## src/logic/buck_ctrl_pkg.sv

```systemverilog
package buck_ctrl_pkg;

    // Channel count and field widths
    localparam int NUM_CH = 4;
    localparam int CODE_W = 8;
    localparam int ADDR_W = 8;
    localparam int TICK_W = 7;

    // Voltage codes: linear 0..176, then one high setting
    localparam logic [7:0] VCODE_LIN_MAX = 8'hB0;
    localparam logic [7:0] VCODE_HIGH = 8'hB1;

    // Operating modes
    localparam logic [1:0] MODE_OFF = 2'h0;
    localparam logic [1:0] MODE_PWM = 2'h1;
    localparam logic [1:0] MODE_PFM = 2'h2;
    localparam logic [1:0] MODE_AUTO = 2'h3;

    // Oscillator ticks per 6.25 mV step, up and down, per ramp code
    localparam logic [6:0] UP_TICKS_00 = 7'h10;
    localparam logic [6:0] UP_TICKS_01 = 7'h08;
    localparam logic [6:0] UP_TICKS_10 = 7'h20;
    localparam logic [6:0] UP_TICKS_11 = 7'h40;
    localparam logic [6:0] DN_TICKS_00 = 7'h18;
    localparam logic [6:0] DN_TICKS_01 = 7'h0C;
    localparam logic [6:0] DN_TICKS_10 = 7'h30;
    localparam logic [6:0] DN_TICKS_11 = 7'h60;
    // Oscillator ticks a channel stays off around a jump to or from 1.8 V
    localparam logic [6:0] BLANK_TICKS = 7'h08;

    // System clock in MHz and oscillator code decoding
    localparam logic [6:0] SYS_MHZ = 7'h7D;
    localparam logic [6:0] OSC_BASE_HI = 7'h14;
    localparam logic [3:0] OSC_HI_LAST = 4'h4;
    localparam logic [3:0] OSC_LO_FIRST = 4'h9;
    localparam logic [3:0] OSC_LO_LAST = 4'hC;
    localparam logic [6:0] OSC_LO_OFFSET = 7'h07;
    localparam logic [2:0] PHASE_ZERO = 3'h7;

    // Register map: per channel block, then globals
    localparam logic [7:0] CH_STRIDE = 8'h08;
    localparam logic [2:0] REG_RUN_V = 3'h0;
    localparam logic [2:0] REG_STBY_V = 3'h1;
    localparam logic [2:0] REG_MODE = 3'h2;
    localparam logic [2:0] REG_CFG = 3'h3;
    localparam logic [2:0] REG_EFF_V = 3'h4;
    localparam logic [2:0] REG_STAT = 3'h5;
    localparam logic [7:0] REG_IRQ_STATUS = 8'h20;
    localparam logic [7:0] REG_IRQ_MASK = 8'h21;
    localparam logic [7:0] REG_OSC_FREQ = 8'h22;

    // Reset values of fields with no fuse
    localparam logic [1:0] ILIM_RESET = 2'h0;
    localparam logic [3:0] MASK_RESET = 4'h0;

    // Fuse defaults of one channel
    typedef struct packed {
        logic [7:0] voltageDefault;
        logic [1:0] rampDefault;
        logic [2:0] phaseDefault;
        logic [1:0] inductorSelect;
        logic inSequence;
    } fuse_cfg_t;

    // Controls driven to one power stage
    typedef struct packed {
        logic [7:0] voltageCode;
        logic [1:0] mode;
        logic enable;
        logic [1:0] currentLimit;
        logic [2:0] phase;
        logic [1:0] inductorSelect;
        logic switchPulse;
        logic ramping;
    } chan_out_t;

    // Register access port
    typedef struct packed {
        logic write;
        logic read;
        logic [7:0] addr;
        logic [7:0] wdata;
    } reg_req_t;

endpackage

```

## src/logic/setpoint_ramp.sv

```systemverilog
`timescale 1ns/1ps
`default_nettype none
module setpoint_ramp import buck_ctrl_pkg::*; (
    // Clock and reset
    input wire logic clk,
    input wire logic reset,
    // Setpoints
    input wire logic [7:0] initCode,
    input wire logic [7:0] targetCode,
    input wire logic [1:0] rampSel,
    input wire logic oscTick,
    // Applied state
    output logic [7:0] effCode,
    output logic blanked,
    output logic ramping
);

    typedef enum logic [1:0] {IDLE, RAMP, BLANK} ramp_st_t;

    typedef struct packed {
        ramp_st_t st;
        logic [7:0] code;
        logic [6:0] cnt;
    } ramp_state_t;

    ramp_state_t s_q, s_d;

    // Step spacing in oscillator ticks for a direction and rate
    function automatic logic [6:0] stepTicks(input logic [1:0] sel,
                                             input logic up);
        case (sel)
            2'h0: stepTicks = up ? UP_TICKS_00 : DN_TICKS_00;
            2'h1: stepTicks = up ? UP_TICKS_01 : DN_TICKS_01;
            2'h2: stepTicks = up ? UP_TICKS_10 : DN_TICKS_10;
            default: stepTicks = up ? UP_TICKS_11 : DN_TICKS_11;
        endcase
    endfunction

    logic crossHigh;
    logic goUp;
    assign crossHigh = (targetCode == VCODE_HIGH) != (s_q.code == VCODE_HIGH);
    assign goUp = targetCode > s_q.code;

    // Next state of the ramp engine
    always_comb begin
        s_d = s_q;
        case (s_q.st)
            IDLE: begin
                s_d.cnt = '0;
                if (crossHigh) begin
                    s_d.st = BLANK;
                end else if (targetCode != s_q.code) begin
                    s_d.st = RAMP;
                end
            end
            RAMP: begin
                if (crossHigh) begin
                    s_d.st = BLANK;
                    s_d.cnt = '0;
                end else if (targetCode == s_q.code) begin
                    s_d.st = IDLE;
                end else if (oscTick) begin
                    // One code at a time, spaced by the rate
                    if (s_q.cnt + 7'h01 >= stepTicks(rampSel, goUp)) begin
                        s_d.cnt = '0;
                        s_d.code = goUp ? s_q.code + 8'h01
                                        : s_q.code - 8'h01;
                    end else begin
                        s_d.cnt = s_q.cnt + 7'h01;
                    end
                end
            end
            BLANK: begin
                if (oscTick) begin
                    s_d.cnt = s_q.cnt + 7'h01;
                end
                // Come back directly at the new level, no ramp
                if (s_q.cnt >= BLANK_TICKS) begin
                    s_d.code = targetCode;
                    s_d.st = IDLE;
                    s_d.cnt = '0;
                end
            end
            default: s_d.st = IDLE;
        endcase
    end

    // State register; reset takes the fuse code
    always_ff @(posedge clk) begin
        if (reset) begin
            s_q.st <= IDLE;
            s_q.code <= initCode;
            s_q.cnt <= '0;
        end else begin
            s_q <= s_d;
        end
    end

    assign effCode = s_q.code;
    assign blanked = s_q.st == BLANK;
    assign ramping = s_q.st == RAMP;

endmodule
`default_nettype wire

```

## src/logic/buck_setpoint_ctrl.sv

```systemverilog
`timescale 1ns/1ps
`default_nettype none
// How it works
// - Four channels, 0.4 to 1.8 V, 6.25 mV
// - Codes 0-176 linear, 177 is 1.8 V
// - Run code in run, standby code in standby
// - Both voltage codes load from fuse default
// - Fuse ramp select sets default rate
// - Software rewrites ramp select; new rate applies
// - Ramp rates scale with oscillator clock
// - Frequency code picks clock; switching is eighth
// - Gradual scaling between 0.4 and 1.5 V
// - Jumps to/from 1.8 V disable then re-enable
// - Separate run and standby two-bit modes
// - Modes load autoskip if sequenced, else off
// - Mode change raises maskable active-low interrupt
// - Current limit select 2.1/2.6/3.0/4.5 A
// - Phase code shifts switching clock in 45 degree steps
// - Phase loads from fuse; software may rewrite
// - Fuse inductor select per channel
module buck_setpoint_ctrl import buck_ctrl_pkg::*; #(
    parameter int CHANNELS = NUM_CH
) (
    // Clock and reset
    input wire logic clk,
    input wire logic reset,
    // Fuse defaults and device state
    input wire fuse_cfg_t [CHANNELS-1:0] fuseCfg,
    input wire logic [3:0] oscillatorFreqCode,
    input wire logic standbyState,
    // Register access from the serial interface
    input wire reg_req_t regReq,
    output logic [7:0] regRdata,
    // Power stage controls
    output chan_out_t [CHANNELS-1:0] chanOut,
    // Interrupt pin
    output logic irqOutN
);

    // The map has room for at most four channel blocks below globals
    if (CHANNELS < 1 || CHANNELS > NUM_CH) begin : gCheck
        $error("CHANNELS must be 1 to 4");
    end

    typedef struct packed {
        logic [CHANNELS-1:0][7:0] runV;
        logic [CHANNELS-1:0][7:0] stbyV;
        logic [CHANNELS-1:0][1:0] runMode;
        logic [CHANNELS-1:0][1:0] stbyMode;
        logic [CHANNELS-1:0][1:0] ramp;
        logic [CHANNELS-1:0][1:0] ilim;
        logic [CHANNELS-1:0][2:0] phase;
        logic [CHANNELS-1:0][1:0] appliedMode;
        logic [CHANNELS-1:0] irqStatus;
        logic [CHANNELS-1:0] irqMask;
        logic [7:0] rdata;
        logic [6:0] oscAcc;
        logic [2:0] oscSlot;
        logic oscTick;
    } ctrl_state_t;

    ctrl_state_t s_q, s_d;

    // Decoding of a register address
    function automatic logic isChanReg(input logic [7:0] a);
        isChanReg = a < (CH_STRIDE * 8'(CHANNELS));
    endfunction

    function automatic int unsigned chanOf(input logic [7:0] a);
        chanOf = int'(a / CH_STRIDE);
    endfunction

    function automatic logic [2:0] fieldOf(input logic [7:0] a);
        fieldOf = a[2:0];
    endfunction

    // Oscillator frequency in MHz; unlisted codes fall back to 20 MHz
    function automatic logic [6:0] oscMhz(input logic [3:0] c);
        if (c <= OSC_HI_LAST) begin
            oscMhz = OSC_BASE_HI + 7'(c);
        end else if (c >= OSC_LO_FIRST && c <= OSC_LO_LAST) begin
            oscMhz = OSC_LO_OFFSET + 7'(c);
        end else begin
            oscMhz = OSC_BASE_HI;
        end
    endfunction

    // Fuse mode default for a channel
    function automatic logic [1:0] modeDefault(input logic inSeq);
        modeDefault = inSeq ? MODE_AUTO : MODE_OFF;
    endfunction

    logic [CHANNELS-1:0][7:0] targetCode;
    logic [CHANNELS-1:0][7:0] effCode;
    logic [CHANNELS-1:0] blanked;
    logic [CHANNELS-1:0] ramping;
    logic [CHANNELS-1:0][1:0] modeNow;
    logic [CHANNELS-1:0] modeChanged;

    // Run or standby selection of code and mode
    always_comb begin
        for (int i = 0; i < CHANNELS; i++) begin
            targetCode[i] = standbyState ? s_q.stbyV[i]
                                         : s_q.runV[i];
            modeNow[i] = standbyState ? s_q.stbyMode[i]
                                      : s_q.runMode[i];
            modeChanged[i] = modeNow[i] != s_q.appliedMode[i];
        end
    end

    // One ramp engine per channel
    for (genvar g = 0; g < CHANNELS; g++) begin : gChan
        setpoint_ramp uRamp (
            .clk(clk),
            .reset(reset),
            .initCode(fuseCfg[g].voltageDefault),
            .targetCode(targetCode[g]),
            .rampSel(s_q.ramp[g]),
            .oscTick(s_q.oscTick),
            .effCode(effCode[g]),
            .blanked(blanked[g]),
            .ramping(ramping[g])
        );
    end

    // Next state: oscillator model, register writes, interrupts, readback
    always_comb begin
        logic [7:0] a;
        logic [7:0] w;
        int unsigned ch;
        logic [7:0] sum;
        a = regReq.addr;
        w = regReq.wdata;
        ch = chanOf(a);
        s_d = s_q;

        // Fractional divider makes the oscillator rate from 125 MHz
        sum = {1'b0, s_q.oscAcc} + {1'b0, oscMhz(oscillatorFreqCode)};
        s_d.oscTick = 1'b0;
        if (sum >= {1'b0, SYS_MHZ}) begin
            s_d.oscAcc = 7'(sum - {1'b0, SYS_MHZ});
            s_d.oscTick = 1'b1;
            // Eight slots make one switching period
            s_d.oscSlot = s_q.oscSlot + 3'h1;
        end else begin
            s_d.oscAcc = sum[6:0];
        end

        // Applied mode follows the selected field
        s_d.appliedMode = modeNow;

        // Register writes
        if (regReq.write) begin
            if (isChanReg(a)) begin
                case (fieldOf(a))
                    REG_RUN_V: begin
                        // Reserved codes leave the setpoint alone
                        if (w <= VCODE_HIGH) begin
                            s_d.runV[ch] = w;
                        end
                    end
                    REG_STBY_V: begin
                        if (w <= VCODE_HIGH) begin
                            s_d.stbyV[ch] = w;
                        end
                    end
                    REG_MODE: begin
                        s_d.runMode[ch] = w[1:0];
                        s_d.stbyMode[ch] = w[3:2];
                    end
                    REG_CFG: begin
                        s_d.ramp[ch] = w[1:0];
                        s_d.ilim[ch] = w[3:2];
                        s_d.phase[ch] = w[6:4];
                    end
                    default: ;
                endcase
            end else if (a == REG_IRQ_STATUS) begin
                // Write one to clear
                s_d.irqStatus = s_q.irqStatus & ~w[CHANNELS-1:0];
            end else if (a == REG_IRQ_MASK) begin
                s_d.irqMask = w[CHANNELS-1:0];
            end
        end

        // A new mode change beats a clear in the same cycle
        s_d.irqStatus = s_d.irqStatus | modeChanged;

        // Registered readback; unmapped reads give zero
        if (regReq.read) begin
            s_d.rdata = 8'h00;
            if (isChanReg(a)) begin
                case (fieldOf(a))
                    REG_RUN_V: s_d.rdata = s_q.runV[ch];
                    REG_STBY_V: s_d.rdata = s_q.stbyV[ch];
                    REG_MODE: begin
                        s_d.rdata = {4'h0, s_q.stbyMode[ch], s_q.runMode[ch]};
                    end
                    REG_CFG: begin
                        s_d.rdata = {1'b0, s_q.phase[ch], s_q.ilim[ch],
                                     s_q.ramp[ch]};
                    end
                    REG_EFF_V: s_d.rdata = effCode[ch];
                    REG_STAT: begin
                        s_d.rdata = {4'h0, ramping[ch], blanked[ch],
                                     fuseCfg[ch].inductorSelect};
                    end
                    default: s_d.rdata = 8'h00;
                endcase
            end else if (a == REG_IRQ_STATUS) begin
                s_d.rdata = 8'(s_q.irqStatus);
            end else if (a == REG_IRQ_MASK) begin
                s_d.rdata = 8'(s_q.irqMask);
            end else if (a == REG_OSC_FREQ) begin
                s_d.rdata = {4'h0, oscillatorFreqCode};
            end
        end
    end

    // State register; sync reset loads fuse defaults
    always_ff @(posedge clk) begin
        if (reset) begin
            for (int i = 0; i < CHANNELS; i++) begin
                s_q.runV[i] <= fuseCfg[i].voltageDefault;
                s_q.stbyV[i] <= fuseCfg[i].voltageDefault;
                s_q.runMode[i] <=
                    modeDefault(fuseCfg[i].inSequence);
                s_q.stbyMode[i] <=
                    modeDefault(fuseCfg[i].inSequence);
                s_q.appliedMode[i] <= modeDefault(fuseCfg[i].inSequence);
                s_q.ramp[i] <= fuseCfg[i].rampDefault;
                s_q.ilim[i] <= ILIM_RESET;
                s_q.phase[i] <= fuseCfg[i].phaseDefault;
            end
            s_q.irqStatus <= '0;
            s_q.irqMask <= MASK_RESET[CHANNELS-1:0];
            s_q.rdata <= 8'h00;
            s_q.oscAcc <= '0;
            s_q.oscSlot <= '0;
            s_q.oscTick <= 1'b0;
        end else begin
            s_q <= s_d;
        end
    end

    // Stage controls; phase 7 means no shift, code n shifts by n+1 slots
    always_comb begin
        for (int i = 0; i < CHANNELS; i++) begin
            logic [2:0] slot;
            slot = (s_q.phase[i] == PHASE_ZERO) ? 3'h0
                                                : s_q.phase[i] + 3'h1;
            chanOut[i].voltageCode = effCode[i];
            chanOut[i].mode = s_q.appliedMode[i];
            // Off mode or a 1.8 V jump holds the stage off
            chanOut[i].enable = (s_q.appliedMode[i] != MODE_OFF)
                                && !blanked[i];
            chanOut[i].currentLimit = s_q.ilim[i];
            chanOut[i].phase = s_q.phase[i];
            chanOut[i].inductorSelect =
                fuseCfg[i].inductorSelect;
            chanOut[i].switchPulse = s_q.oscTick
                                     && s_q.oscSlot == slot;
            chanOut[i].ramping = ramping[i];
        end
    end

    assign regRdata = s_q.rdata;
    // Active low while any unmasked status bit stands
    assign irqOutN = ~|(s_q.irqStatus & ~s_q.irqMask);

endmodule
`default_nettype wire

```

## config.mk

```make
export PLATFORM = sky130hd
export DESIGN_NAME = buck_setpoint_ctrl
export DESIGN_NICKNAME = d
export VERILOG_FILES = /design/src/logic/buck_ctrl_pkg.sv /design/src/logic/setpoint_ramp.sv /design/src/logic/buck_setpoint_ctrl.sv
export SDC_FILE = /design/constraint.sdc
export NUM_CORES = 1
export LEC_CHECK = 0
export ABC_AREA = 1
export BUFFER_PORTS_ARGS = -buffer_cell sky130_fd_sc_hd__buf_2
export CORE_ASPECT_RATIO = 1.2
export CORE_UTILIZATION = 45
export CTS_CLUSTER_DIAMETER = 200
export DETAILED_ROUTE_END_ITERATION = 8
export PLACE_DENSITY_LB_ADDON = 0.12
export SYNTH_ARGS = -nofsm -noshare
export SYNTH_HDL_FRONTEND = slang
export SYNTH_SLANG_ARGS = --single-unit
```

## constraint.sdc

```tcl
create_clock -name clk -period 5.1 [get_ports clk]
set_input_delay 1.02 -clock clk [delete_from_list [all_inputs] [get_ports clk]]
set_output_delay 1.02 -clock clk [all_outputs]
set_load 0.05 [all_outputs]
```

* Yosys cells after proc, flatten, opt, wreduce, memory -nomap -nowiden
Cells that the tools add are included.
Word-level totals: bits in registers 211, bits of input ports 89, word-level logic and storage cells 439
Operators by class: add/subtract/negate cells 21, order comparisons 20, equality and inequality tests 100, mux-type cells 179, bitwise gates (word level) 7, reductions and logical operators 62
Operator list (count):
- $mux 108 | 2
- $mux 7 | 29
- $mux 8 | 24
- $mux 15 | 12
- $pmux 7 s3 | 8
- $mux 143 | 1
- $mux 32 | 4
- $ne 3x3->1 const B | 36
- $mux 17 | 4
- $bwmux 32 | 2
- $eq 8x8->1 const B | 8
- $pmux 8 s2 | 4
- $mux 2 | 29
- $bmux 8 s2 | 3
- $pmux 8 s6 | 1
- $mux 4 | 11
- $mux 3 | 11
- $add 8x1->8 const B | 4
- $bmux 16 s2 | 1
- $bwmux 8 | 4
- $eq 8x8->1 | 4
- $gt 8x8->1 | 4
- $ne 8x8->1 | 4
- $sub 8x1->8 const B | 4
- 54 further kinds | 175

* Logic depth before layout (Yosys ltp)
Gate-level depths: netlist of the first run.
depth in word-level cells 15, mapped depth 25, mapped depth without buffers 24

* Cells and area by module
Synthesis of the first run repeated with hierarchy kept, for this count alone.
Unflattened totals: cells, all modules 2363, area, all modules 16618.4 um^2
By module, submodules not included:
- buck_setpoint_ctrl | times used 1, cells each 1156, area each 8833.5 um^2, sequential area each 3863.7 um^2
- setpoint_ramp at gChan[1].uRamp | times used 1, cells each 309, area each 1965.6 um^2, sequential area each 420.4 um^2
- setpoint_ramp at gChan[3].uRamp | times used 1, cells each 308, area each 1955.6 um^2, sequential area each 420.4 um^2
- setpoint_ramp at gChan[0].uRamp | times used 1, cells each 297, area each 1954.4 um^2, sequential area each 420.4 um^2
- setpoint_ramp at gChan[2].uRamp | times used 1, cells each 293, area each 1909.3 um^2, sequential area each 420.4 um^2

* Worst setup path before layout of the first run
OpenSTA, ideal clock, no wires.
path kind flip-flop to output port, from register s_q (netlist bit chanOut[64]), to output port chanOut[61] in the netlist's numbering, data arrival time 3458 ps, required time 4080 ps, setup slack 622 ps, cell stages (with the launch flop) 6, path buffers 0, cell sequence edfxtp_1 > ha_1 > ha_1 > o21ai_0 > nand2_1 > a2111oi_0
RTL lines:
- start, declared | RTL line buck_setpoint_ctrl.sv:62 | ctrl_state_t s_q, s_d;
- end, declared | RTL line buck_setpoint_ctrl.sv:35 | output chan_out_t [CHANNELS-1:0] chanOut,

* Worst setup path after layout of the first run
from input port oscillatorFreqCode[0], to register s_q[5] in the netlist's numbering
Between the ends: cells in the longest elaborated chain, start to end 7, elaborated cells on any way between the ends 12, classes of those cells 4 x add/sub; 4 x order compare; 3 x mux; 1 x reduce/logical
Ends and longest elaborated chain:
- start, declared | RTL line buck_setpoint_ctrl.sv:29 | input wire logic [3:0] oscillatorFreqCode,
- $ge 4x4->1 or $le 4x4->1 (tied branches) | RTL line buck_setpoint_ctrl.sv:81 | end else if (c >= OSC_LO_FIRST && c <= OSC_LO_LAST) begin
- $logic_and 1x1->1 | RTL line buck_setpoint_ctrl.sv:81
- $mux 5 | RTL line buck_setpoint_ctrl.sv:81
- $mux 6 * | RTL line buck_setpoint_ctrl.sv:79 | if (c <= OSC_HI_LAST) begin
- $add 7x6->8 * | RTL line buck_setpoint_ctrl.sv:138 | sum = {1'b0, s_q.oscAcc} + {1'b0, oscMhz(oscillatorFreqCode)};
- $sub 7x7->7 or $ge 8x7->1 (tied branches) | RTL line buck_setpoint_ctrl.sv:141, buck_setpoint_ctrl.sv:140
- $mux 7 * | RTL line buck_setpoint_ctrl.sv:140 | if (sum >= {1'b0, SYS_MHZ}) begin
Every way passes the cells marked *; elsewhere a longest branch is shown, timed or not. A chain may end at the register's enable or synchronous reset.

==> impl_metrics.ini, run 1 <==
[outcome]
status = finished, final reports clean

[detailed_routing]
firstDrtPassIters = 6
vias_per_cell = 5.343
vias = 15130
drtIter0Drc = 1289
routed_wirelength_um = 52460
ant_nets = 0
wl_per_cell_um = 18.53
drc = 0

[synth]
synth_area_leaders = edfxtp_1 (24%), nand2_1 (13%), dfxtp_1 (9.7%)
yosysSeqAreaShare = 0.3385
synth_edf_count = 132
synth_warnings = 0
syn_avg_cell_area_um2 = 7.278
ys_async_sr_fraction = 0
synth-seq-cells = 211
synth_cell_types = 55
synth_area_leader_cell = edfxtp_1
synth_nets = 2467
synth_cells = 2251
syn_area_um2 = 16380
yosysTopAreaCellShare = 0.2420
synthFlopType = edfxtp_1

[power_and_ir_drop]
ir_drop_mv = 0.2771
p_leak_uw = 0.008766
power_uw = 10410
p_per_area_nw_per_um2 = 574.0

[grt]
grt_overflow = 0
track_usage = 0.2837
grt_pass1_wl_um = 81370
antenna_found_initial = 2
grt_max_degree = 57
grt_pass1_vias = 14580

[min_path]
worstHoldPathType = reg2reg
whs_endpoint = regRdata[5]$_SDFFE_PP0P_
hold_path_depth = 2
worstHoldStart = regRdata[5]$_SDFFE_PP0P_

[critical_path]
ff2ff_path_depth = 18
cp-end-kind = register
startpoint_type = input pin
path_class = in2reg
crit_fanout = 9
cp.required_ps = 5550
reg2reg_from = s_q[109]$_DFFE_PP_
crit_arrival_ps = 4600
r2r_end = gChan[3].uRamp.effCode[4]$_DFFE_PP_
r2r_slack_ps = 1680

[timing]
maxSlewViolCount = 0
finalHoldViolations = 0
tns_ps = 0
holdWs_ps = 470.9
fin_skew_ps = 21.00
slew_headroom = 0.2481
setup_violations = 0
fin_crit_sh = 0.8141
worst_pin_slew_ps = 1116
fmax_ghz = 0.2409
rsz0062_at_grt = false
period_minus_slack_ps = 4152

[floorplan]
coreArea_um2 = 35850
placementRows = 76
die_h_um = 211.0
die_x_um = 176.2
start_util = 0.4570
ios = 178
die_area_um2 = 37170

[cts]
cts-root-buf = clkbuf_16
clkLatencyLatePin_ps = 560
clk_path_buf_depth = 3
numCtsBuffers = 26
tritoncts = built
path_clk_slew_ps = 60
htree_num_levels = 1
cts_sinks = 211
cts_hold_buf = 0
postCtsSetupBuffers = 0
cts_resized = 0

[place]
io_buffers = 177
hpwl_um = 41730
place_congestion = 0.9994

[finish]
final_cell_mix = nand2_1 (575), inv_1 (308), nor2_1 (203)
final_common_cell = nand2_1
synthToLayoutAreaGrowth_pct = 10.69
nets = 2558
drive_above_1_share = 0.1410

[flow_run]
drv_cap = 0
==> power by group <==
| part | leakage, uW | internal [uW] | switching, uW |
|---|---|---|---|
| sequential | 0.00192 | 2260 | 366 |
| combinational | 0.00636 | 1930 | 3700 |
| clock | 0.000484 | 1370 | 781 |
==> synthesized netlist by cell type (35+ instances only) <==
library cell,n
clkbuf_1,35
nand4_1,39
nand2_1,575
o21ai_0,172
edfxtp_1,132
nand2_2,42
dfxtp_1,79
buf_4,80
a21oi_1,105
nand3_1,96
inv_1,309
ha_1,122
nor2_1,205
o22ai_1,47
==> logic make-up after synthesis <==
kind of cell             after synthesis  synth area share
AND/OR/NAND/NOR                      999            0.2626
buffers and inverters                451            0.1273
AO/OA/AOI/OAI                        419            0.1477
flip-flops                           211            0.3385
adder cells (fa/ha/maj)              127           0.09929
XOR/XNOR                              42           0.02337
multiplexers                           2          0.001222
==> flip-flops by register name, indices dropped and copies added, names as in the netlist <==
register and cells:
regRdata 8, gChan.uRamp.effCode 32, chanOut 28, gChan.uRamp.s_q 36, s_q 107
==> layout make-up <==
| class | count | area (um^2) |
|---|---|---|
| Fill cell | 3622 | 17720 |
| Multi-Input combinational cell | 1589 | 8756 |
| Sequential cell | 211 | 5545 |
| Inverter | 320 | 1219 |
| Timing Repair Buffer | 194 | 1026 |
| Clock buffer | 35 | 779.5 |
| Tap cell | 468 | 585.6 |
| Clock inverter | 13 | 219.0 |
| Antenna cell | 1 | 2.502 |
==> per-layer routing <==
| layer | vias up | routed length [um] | global-route usage | share of wire |
|---|---|---|---|---|
| li1 | 7536 | - | - | - |
| met1 | 7055 | 22800 | 0.3684 | 0.43 |
| met2 | 456 | 25190 | 0.4874 | 0.48 |
| met3 | 76 | 2970 | 0.03492 | 0.057 |
| met4 | 2 | 1491 | 0.08876 | 0.028 |
| met5 | - | 11 | 0 | 0.00021 |
==> worst max path at each step <==
stage | start | end | slack, ps | cells past startpoint
2_1_floorplan | chanOut[64]$_DFFE_PP_ | chanOut[61] | 620 | 5
3_3_place_gp | oscillatorFreqCode[0] | s_q[4]$_SDFF_PP0_ | 470 | 21
3_5_place_dp | oscillatorFreqCode[0] | s_q[4]$_SDFF_PP0_ | 460 | 21
4_1_cts | oscillatorFreqCode[0] | s_q[4]$_SDFF_PP0_ | 1020 | 21
5_1_grt | oscillatorFreqCode[0] | s_q[5]$_SDFF_PP0_ | 450 | 21
6_report | oscillatorFreqCode[0] | s_q[5]$_SDFF_PP0_ | 950 | 21
==> through the flow <==
step	util	std cells	setup slack, ps	instance area, um^2
5_1_grt	0.5057	2830	449.8	18130
2_1_floorplan	-	2251	622.4	16380
3_5_place_dp	0.4779	2782	457.7	17130
4_1_cts	0.5057	2830	1021	18130
3_3_place_gp	0.4779	2782	466.4	17130
6_report	0.5058	2831	948.2	18130
==> worst max-delay path: stages <==
cell      delay [ps]
buf_2            100
inv_1            110
ha_1             270
o21ai_0          510
inv_1            160
nor2_1           260
nand2_1           80
o21ai_0           80
ha_1             210
inv_1             60
fa_1             390
nand3b_1         170
nand2_1          140
xor2_2           230
inv_1             60
nor2_1           160
nand2_2          140
nand2_2          180
inv_2             80
nor2_1           110
nor2_1            50
No activity file was read; power rests on OpenSTA's default activity.
==> inputs of run 2 (changes only) <==
--- a/config.mk
+++ b/config.mk
@@ -5,7 +5,7 @@
 export SDC_FILE = /design/constraint.sdc
 export NUM_CORES = 1
 export LEC_CHECK = 0
-export ABC_AREA = 1
+export ABC_AREA = 0
 export BUFFER_PORTS_ARGS = -buffer_cell sky130_fd_sc_hd__buf_2
 export CORE_ASPECT_RATIO = 1.2
 export CORE_UTILIZATION = 45
==> constraint.sdc (replaced) <==
create_clock -name clk -period 4 [get_ports clk]
set_input_delay 0.8 -clock clk [delete_from_list [all_inputs] [get_ports clk]]
set_output_delay 0.8 -clock clk [all_outputs]
set_load 0.05 [all_outputs]
==> run 2 against run 1 <==
Net effect: register-to-register slack got worse by 1400 ps; combinational power rose by 23%; routed wire length fell by 3.6%; synthesized cell count fell by 23%; sequential share of layout area fell by 0.43 points; critical endpoint is now gChan[0].uRamp.s_q[6]$_SDFFE_PP0P_.
==> impl_metrics.ini, run 2 <==
[timing]
rsz0062_at_grt = true
finalHoldViolations = 0
maxSlewViolCount = 0
fmax_ghz = 0.2615
slew_headroom = 0.2705
fin_crit_sh = 0.9560
tns_ps = 0
period_minus_slack_ps = 3824
setup_violations = 0
fin_skew_ps = 9.192
worst_pin_slew_ps = 1084

[synth]
synth_area_leaders = edfxtp_1 (25%), dfxtp_1 (10%), ha_1 (9.6%)
yosysTopAreaCellShare = 0.2502
synth_edf_count = 132
syn_avg_cell_area_um2 = 9.140
synth-seq-cells = 211
synthFlopType = edfxtp_1
syn_area_um2 = 15840
ys_top_cells_by_count = nand2_1 (173), nor2_1 (149), edfxtp_1 (132)
yosysSeqAreaShare = 0.3501
synth_most_common_cell = nand2_1
synth_area_leader_cell = edfxtp_1
synth_cell_types = 77
ys_async_sr_fraction = 0
synth_cells = 1733
synth_nets = 1949
synth_warnings = 0

[grt]
grt_overflow = 0
use_met1 = 0.3475
grt.met2_usage = 0.4754
grt_pass1_wl_um = 77340
met3_usage = 0.04231
track_usage = 0.2779
top_usage_layer = met2
grt_pass1_vias = 13530
grt_max_degree = 55
antenna_found_initial = 0

[place]
io_buffers = 177
place_congestion = 0.9073
hpwl_um = 39240

[detailed_routing]
drc = 0
vias_per_cell = 5.863
routed_wirelength_um = 50580
wl_per_cell_um = 21.20
drtIter0Drc = 1302
ant_nets = 0
firstDrtPassIters = 7
vias = 13990

[cts]
numCtsBuffers = 25
clk_path_buf_depth = 3
htree_num_levels = 1
cts_hold_buf = 0
tritoncts = built
path_clk_slew_ps = 60
cts_sinks = 211
clkLatencyLatePin_ps = 540
cts-root-buf = clkbuf_16

[critical_path]
path_class = in2reg
crit_arrival_ps = 4290
crit_fanout = 21
cp.required_ps = 4470
cp-end-kind = register
startpoint_type = input pin

[flow_run]
drv_cap = 0

[finish]
largest_reg_flops = 107
final_common_cell = buf_2
largest_register = s_q
final_cell_mix = buf_2 (175), nand2_1 (172), nor2_1 (146)
nets = 2127
drive_above_1_share = 0.2421
synthToLayoutAreaGrowth_pct = 16.09

[outcome]
status = finished, final reports clean

[power_and_ir_drop]
ir_drop_mv = 0.6556
power_uw = 12240
p_leak_uw = 0.007633
p_per_area_nw_per_um2 = 665.8

[floorplan]
die_area_um2 = 35960
coreArea_um2 = 34350
die_x_um = 173.3
ios = 178
start_util = 0.4611
placementRows = 74
die_h_um = 207.5

[min_path]
worstHoldPathType = reg2reg
==> run 2: repair_timing <==
| item | in CTS | in global routing |
|---|---|---|
| gates resized for setup | 0 | 39 |
| endpoints found under the hold margin | 0 | 0 |
| cloned | 0 | 0 |
| pin swaps | 0 | 6 |
| buffers inserted | 1 | 3 |
| setup endpoints to repair | 1 | 68 |
==> run 2: routing by layer <==
| metal | up-vias | wire [um] |
|---|---|---|
| li1 | 6582 | - |
| met1 | 6756 | 20610 |
| met2 | 553 | 24330 |
| met3 | 98 | 3540 |
| met4 | 0 | 2097 |
| met5 | - | 0 |
==> run 2: critical path, stage by stage <==
cell and delay (ps):
clkbuf_4 190, buf_12 180, mux2_2 360, ha_1 280, nand4_1 150, or2_2 370
o311ai_4 110, o21ai_1 130, ha_1 330, a2111oi_2 350, o21ai_1 150, a21oi_2 200
a31oi_4 150, or3b_4 410, a21oi_1 110
==> run 2: cell type report <==
| class | instances | area [um^2] |
|---|---|---|
| antenna | 1 | 2.502 |
| clock buffer | 32 | 688.2 |
| clock inverter | 13 | 67.56 |
| fill | 3195 | 15960 |
| inverter | 102 | 382.9 |
| multi-input combinational | 1263 | 9221 |
| sequential | 211 | 5545 |
| tap | 456 | 570.5 |
| timing repair buffer | 308 | 1911 |
==> run 2: path summary, 6_finish.rpt <==
check                                 from                                 end  slack [ps]  cells past startpoint
hold reg to reg   regRdata[7]$_SDFFE_PP0P_            regRdata[7]$_SDFFE_PP0P_         470                      2
setup reg to reg        s_q[112]$_DFFE_PP_  gChan[0].uRamp.s_q[6]$_SDFFE_PP0P_         260                     14
hold / removal    regRdata[7]$_SDFFE_PP0P_            regRdata[7]$_SDFFE_PP0P_         470                      2
setup / recovery              standbyState  gChan[0].uRamp.s_q[6]$_SDFFE_PP0P_         180                     15
==> run 2: through the flow <==
stage                     worst slack [ps]    util  instances  hold slack (ps)  cell area [um^2]
after floorplan                     -529.1       -       1733            445.5             15990
after global placement              -513.7  0.5084       2336            456.6             17460
after detailed placement            -562.6  0.5084       2336            458.1             17460
after CTS                            18.20  0.5306       2382            468.7             18230
after global routing                -40.72  0.5353       2385            493.6             18390
final                                176.1  0.5353       2386            465.7             18390
==> run 2: report_power, final <==
| part | total [uW] | switching [uW] | internal (uW) | leakage [uW] |
|---|---|---|---|---|
| combinational | 6910 | 3810 | 3100 | 0.00533 |
| sequential | 3180 | 417 | 2760 | 0.00192 |
| clock | 2150 | 942 | 1210 | 0.000380 |
==> run 2: kinds of logic after synthesis <==
group	count (synthesis)	share of synthesized area
XOR/XNOR	72	0.04155
multiplexers	105	0.1005
buffers and inverters	259	0.08128
flip-flops	211	0.3501
AND/OR/NAND/NOR	536	0.1603
adder cells (fa/ha/maj)	127	0.1027
AO/OA/AOI/OAI	423	0.1636
==> inputs of run 3 (changes only) <==
--- a/config.mk
+++ b/config.mk
@@ -7,8 +7,10 @@
 export LEC_CHECK = 0
 export ABC_AREA = 0
 export BUFFER_PORTS_ARGS = -buffer_cell sky130_fd_sc_hd__buf_2
+export CELL_PAD_IN_SITES_DETAIL_PLACEMENT = 0
+export CELL_PAD_IN_SITES_GLOBAL_PLACEMENT = 2
 export CORE_ASPECT_RATIO = 1.2
-export CORE_UTILIZATION = 45
+export CORE_UTILIZATION = 37
 export CTS_CLUSTER_DIAMETER = 200
 export DETAILED_ROUTE_END_ITERATION = 8
 export PLACE_DENSITY_LB_ADDON = 0.12
==> run 3 against run 2 <==
Net effect: non-clock buffer count grew 24; clock-buffer cell count decreased by 4; register-to-register slack hardly changed; via count shrank 1.5%; clock skew grew 7.5 ps; routed wire length up 8.7%; sequential share of layout area is 0.67 points lower; highest routed layer unchanged.
==> impl_metrics.ini, run 3 (synthesis gave the netlist of run 2 again) <==
[timing]
fin_crit_sh = 0.9586
fin_skew_ps = 16.68
fmax_ghz = 0.2608
tns_ps = 0
worst_pin_slew_ps = 1019
rsz0062_at_grt = true
finalHoldViolations = 0
slew_headroom = 0.3206
holdWs_ps = 481.9
setup_violations = 0
maxSlewViolCount = 0
period_minus_slack_ps = 3834

[cts]
tritoncts = built
path_clk_slew_ps = 50
clkLatencyLatePin_ps = 560
cts_hold_buf = 0
htree_num_levels = 1
cts_sinks = 211
clk_path_buf_depth = 3
numCtsBuffers = 26
cts-root-buf = clkbuf_16

[grt]
grt_pass1_vias = 13390
met3_usage = 0.03270
antenna_found_initial = 0
track_usage = 0.2481
use_met1 = 0.3151
grt_max_degree = 84
grt.met2_usage = 0.4358
top_usage_layer = met2
grt_overflow = 0
grt_pass1_wl_um = 81710

[min_path]
hold_path_depth = 2
worstHoldPathType = reg2reg

[detailed_routing]
vias_per_cell = 5.506
ant_nets = 0
vias = 13780
wl_per_cell_um = 21.97
firstDrtPassIters = 5
drtIter0Drc = 1033
routed_wirelength_um = 54980
drc = 0

[floorplan]
ios = 178
coreArea_um2 = 41960
start_util = 0.3775
placementRows = 82
die_h_um = 228.7
die_x_um = 190.9
die_area_um2 = 43650

[critical_path]
startpoint_type = input pin
ff2ff_path_depth = 15
cp.required_ps = 4420
cp-end-kind = register
path_class = in2reg
crit_arrival_ps = 4250
crit_fanout = 10

[flow_run]
drv_cap = 0

[place]
dpl.cell_count = 2448
place_area_um2 = 17730
hpwl_um = 43230
place_congestion = 0.8877
io_buffers = 177

[finish]
final_cell_mix = buf_2 (175), nand2_1 (172), buf_4 (151)
multi_input_area_um2 = 9166
synthToLayoutAreaGrowth_pct = 18.74
final_common_cell = buf_2
drive_above_1_share = 0.2510
largest_reg_flops = 107
layout.cells.non_filler = 2502
nFillCells = 4124
n_antenna_cell = 0
seq_area_um2 = 5545
stdcell_area_um2 = 18810
largest_register = s_q
nets = 2152

[power_and_ir_drop]
power_uw = 12810
p_leak_uw = 0.007802
p_per_area_nw_per_um2 = 680.9
ir_drop_mv = 0.5376

[outcome]
status = finished, final reports clean
## run 3: layout make-up
class                      count  area share
clock buffer                  28     0.03612
clock inverter                20     0.01271
inverter                     102     0.02036
multi-input combinational   1263      0.4873
sequential                   211      0.2948
tap                          546     0.03632
timing repair buffer         332      0.1124
## run 3: stage by stage
stage,util,worst slack [ps]
floorplan,-,-529.1
global placement,0.4225,-503.6
detailed placement,0.4225,-487.7
CTS,0.4444,89.24
global route,0.4482,-46.55
finish,0.4482,165.6
## run 3: worst paths after layout
check / from / end / slack, ps
worst max-delay path: standbyState / gChan[0].uRamp.effCode[7]$_DFFE_PP_ / 170
worst min-delay path: gChan[2].uRamp.s_q[6]$_SDFFE_PP0P_ / gChan[2].uRamp.s_q[6]$_SDFFE_PP0P_ / 480
worst max register to register: s_q[112]$_DFFE_PP_ / gChan[0].uRamp.effCode[7]$_DFFE_PP_ / 270
worst min register to register: gChan[2].uRamp.s_q[6]$_SDFFE_PP0P_ / gChan[2].uRamp.s_q[6]$_SDFFE_PP0P_ / 480
## run 3: power by group
| part | total (uW) | switching, uW | internal (uW) | leakage, uW |
|---|---|---|---|---|
| Combinational | 7140 | 3960 | 3180 | 0.00545 |
| Sequential | 3100 | 343 | 2760 | 0.00192 |
| Clock | 2570 | 1020 | 1550 | 0.000433 |
| Total | 12800 | 5320 | 7490 | 0.00780 |
## run 3: worst max-delay path: stages
cell	delay [ps]
buf_4	160
clkbuf_16	180
mux2_4	320
ha_4	210
nor2b_1	120
o21a_1	160
o21a_1	210
o311ai_4	320
buf_4	200
ha_1	220
a21o_1	190
a21oi_2	150
o21ai_1	120
o41ai_1	290
xnor3_1	270
o21ai_0	180
o21a_1	140
## run 3: routing by layer
| metal | vias up | wire length (um) |
|---|---|---|
| met2 | 424 | 27370 |
| met1 | 6667 | 22960 |
| met4 | 0 | 1387 |
| met5 | - | 0 |
| met3 | 69 | 3257 |
| li1 | 6617 | - |
## run 3: timing repair
action / CTS / global route
setup buffers: 0 / 4
endpoints found under the setup margin: 0 / 62
resized for setup: 0 / 30
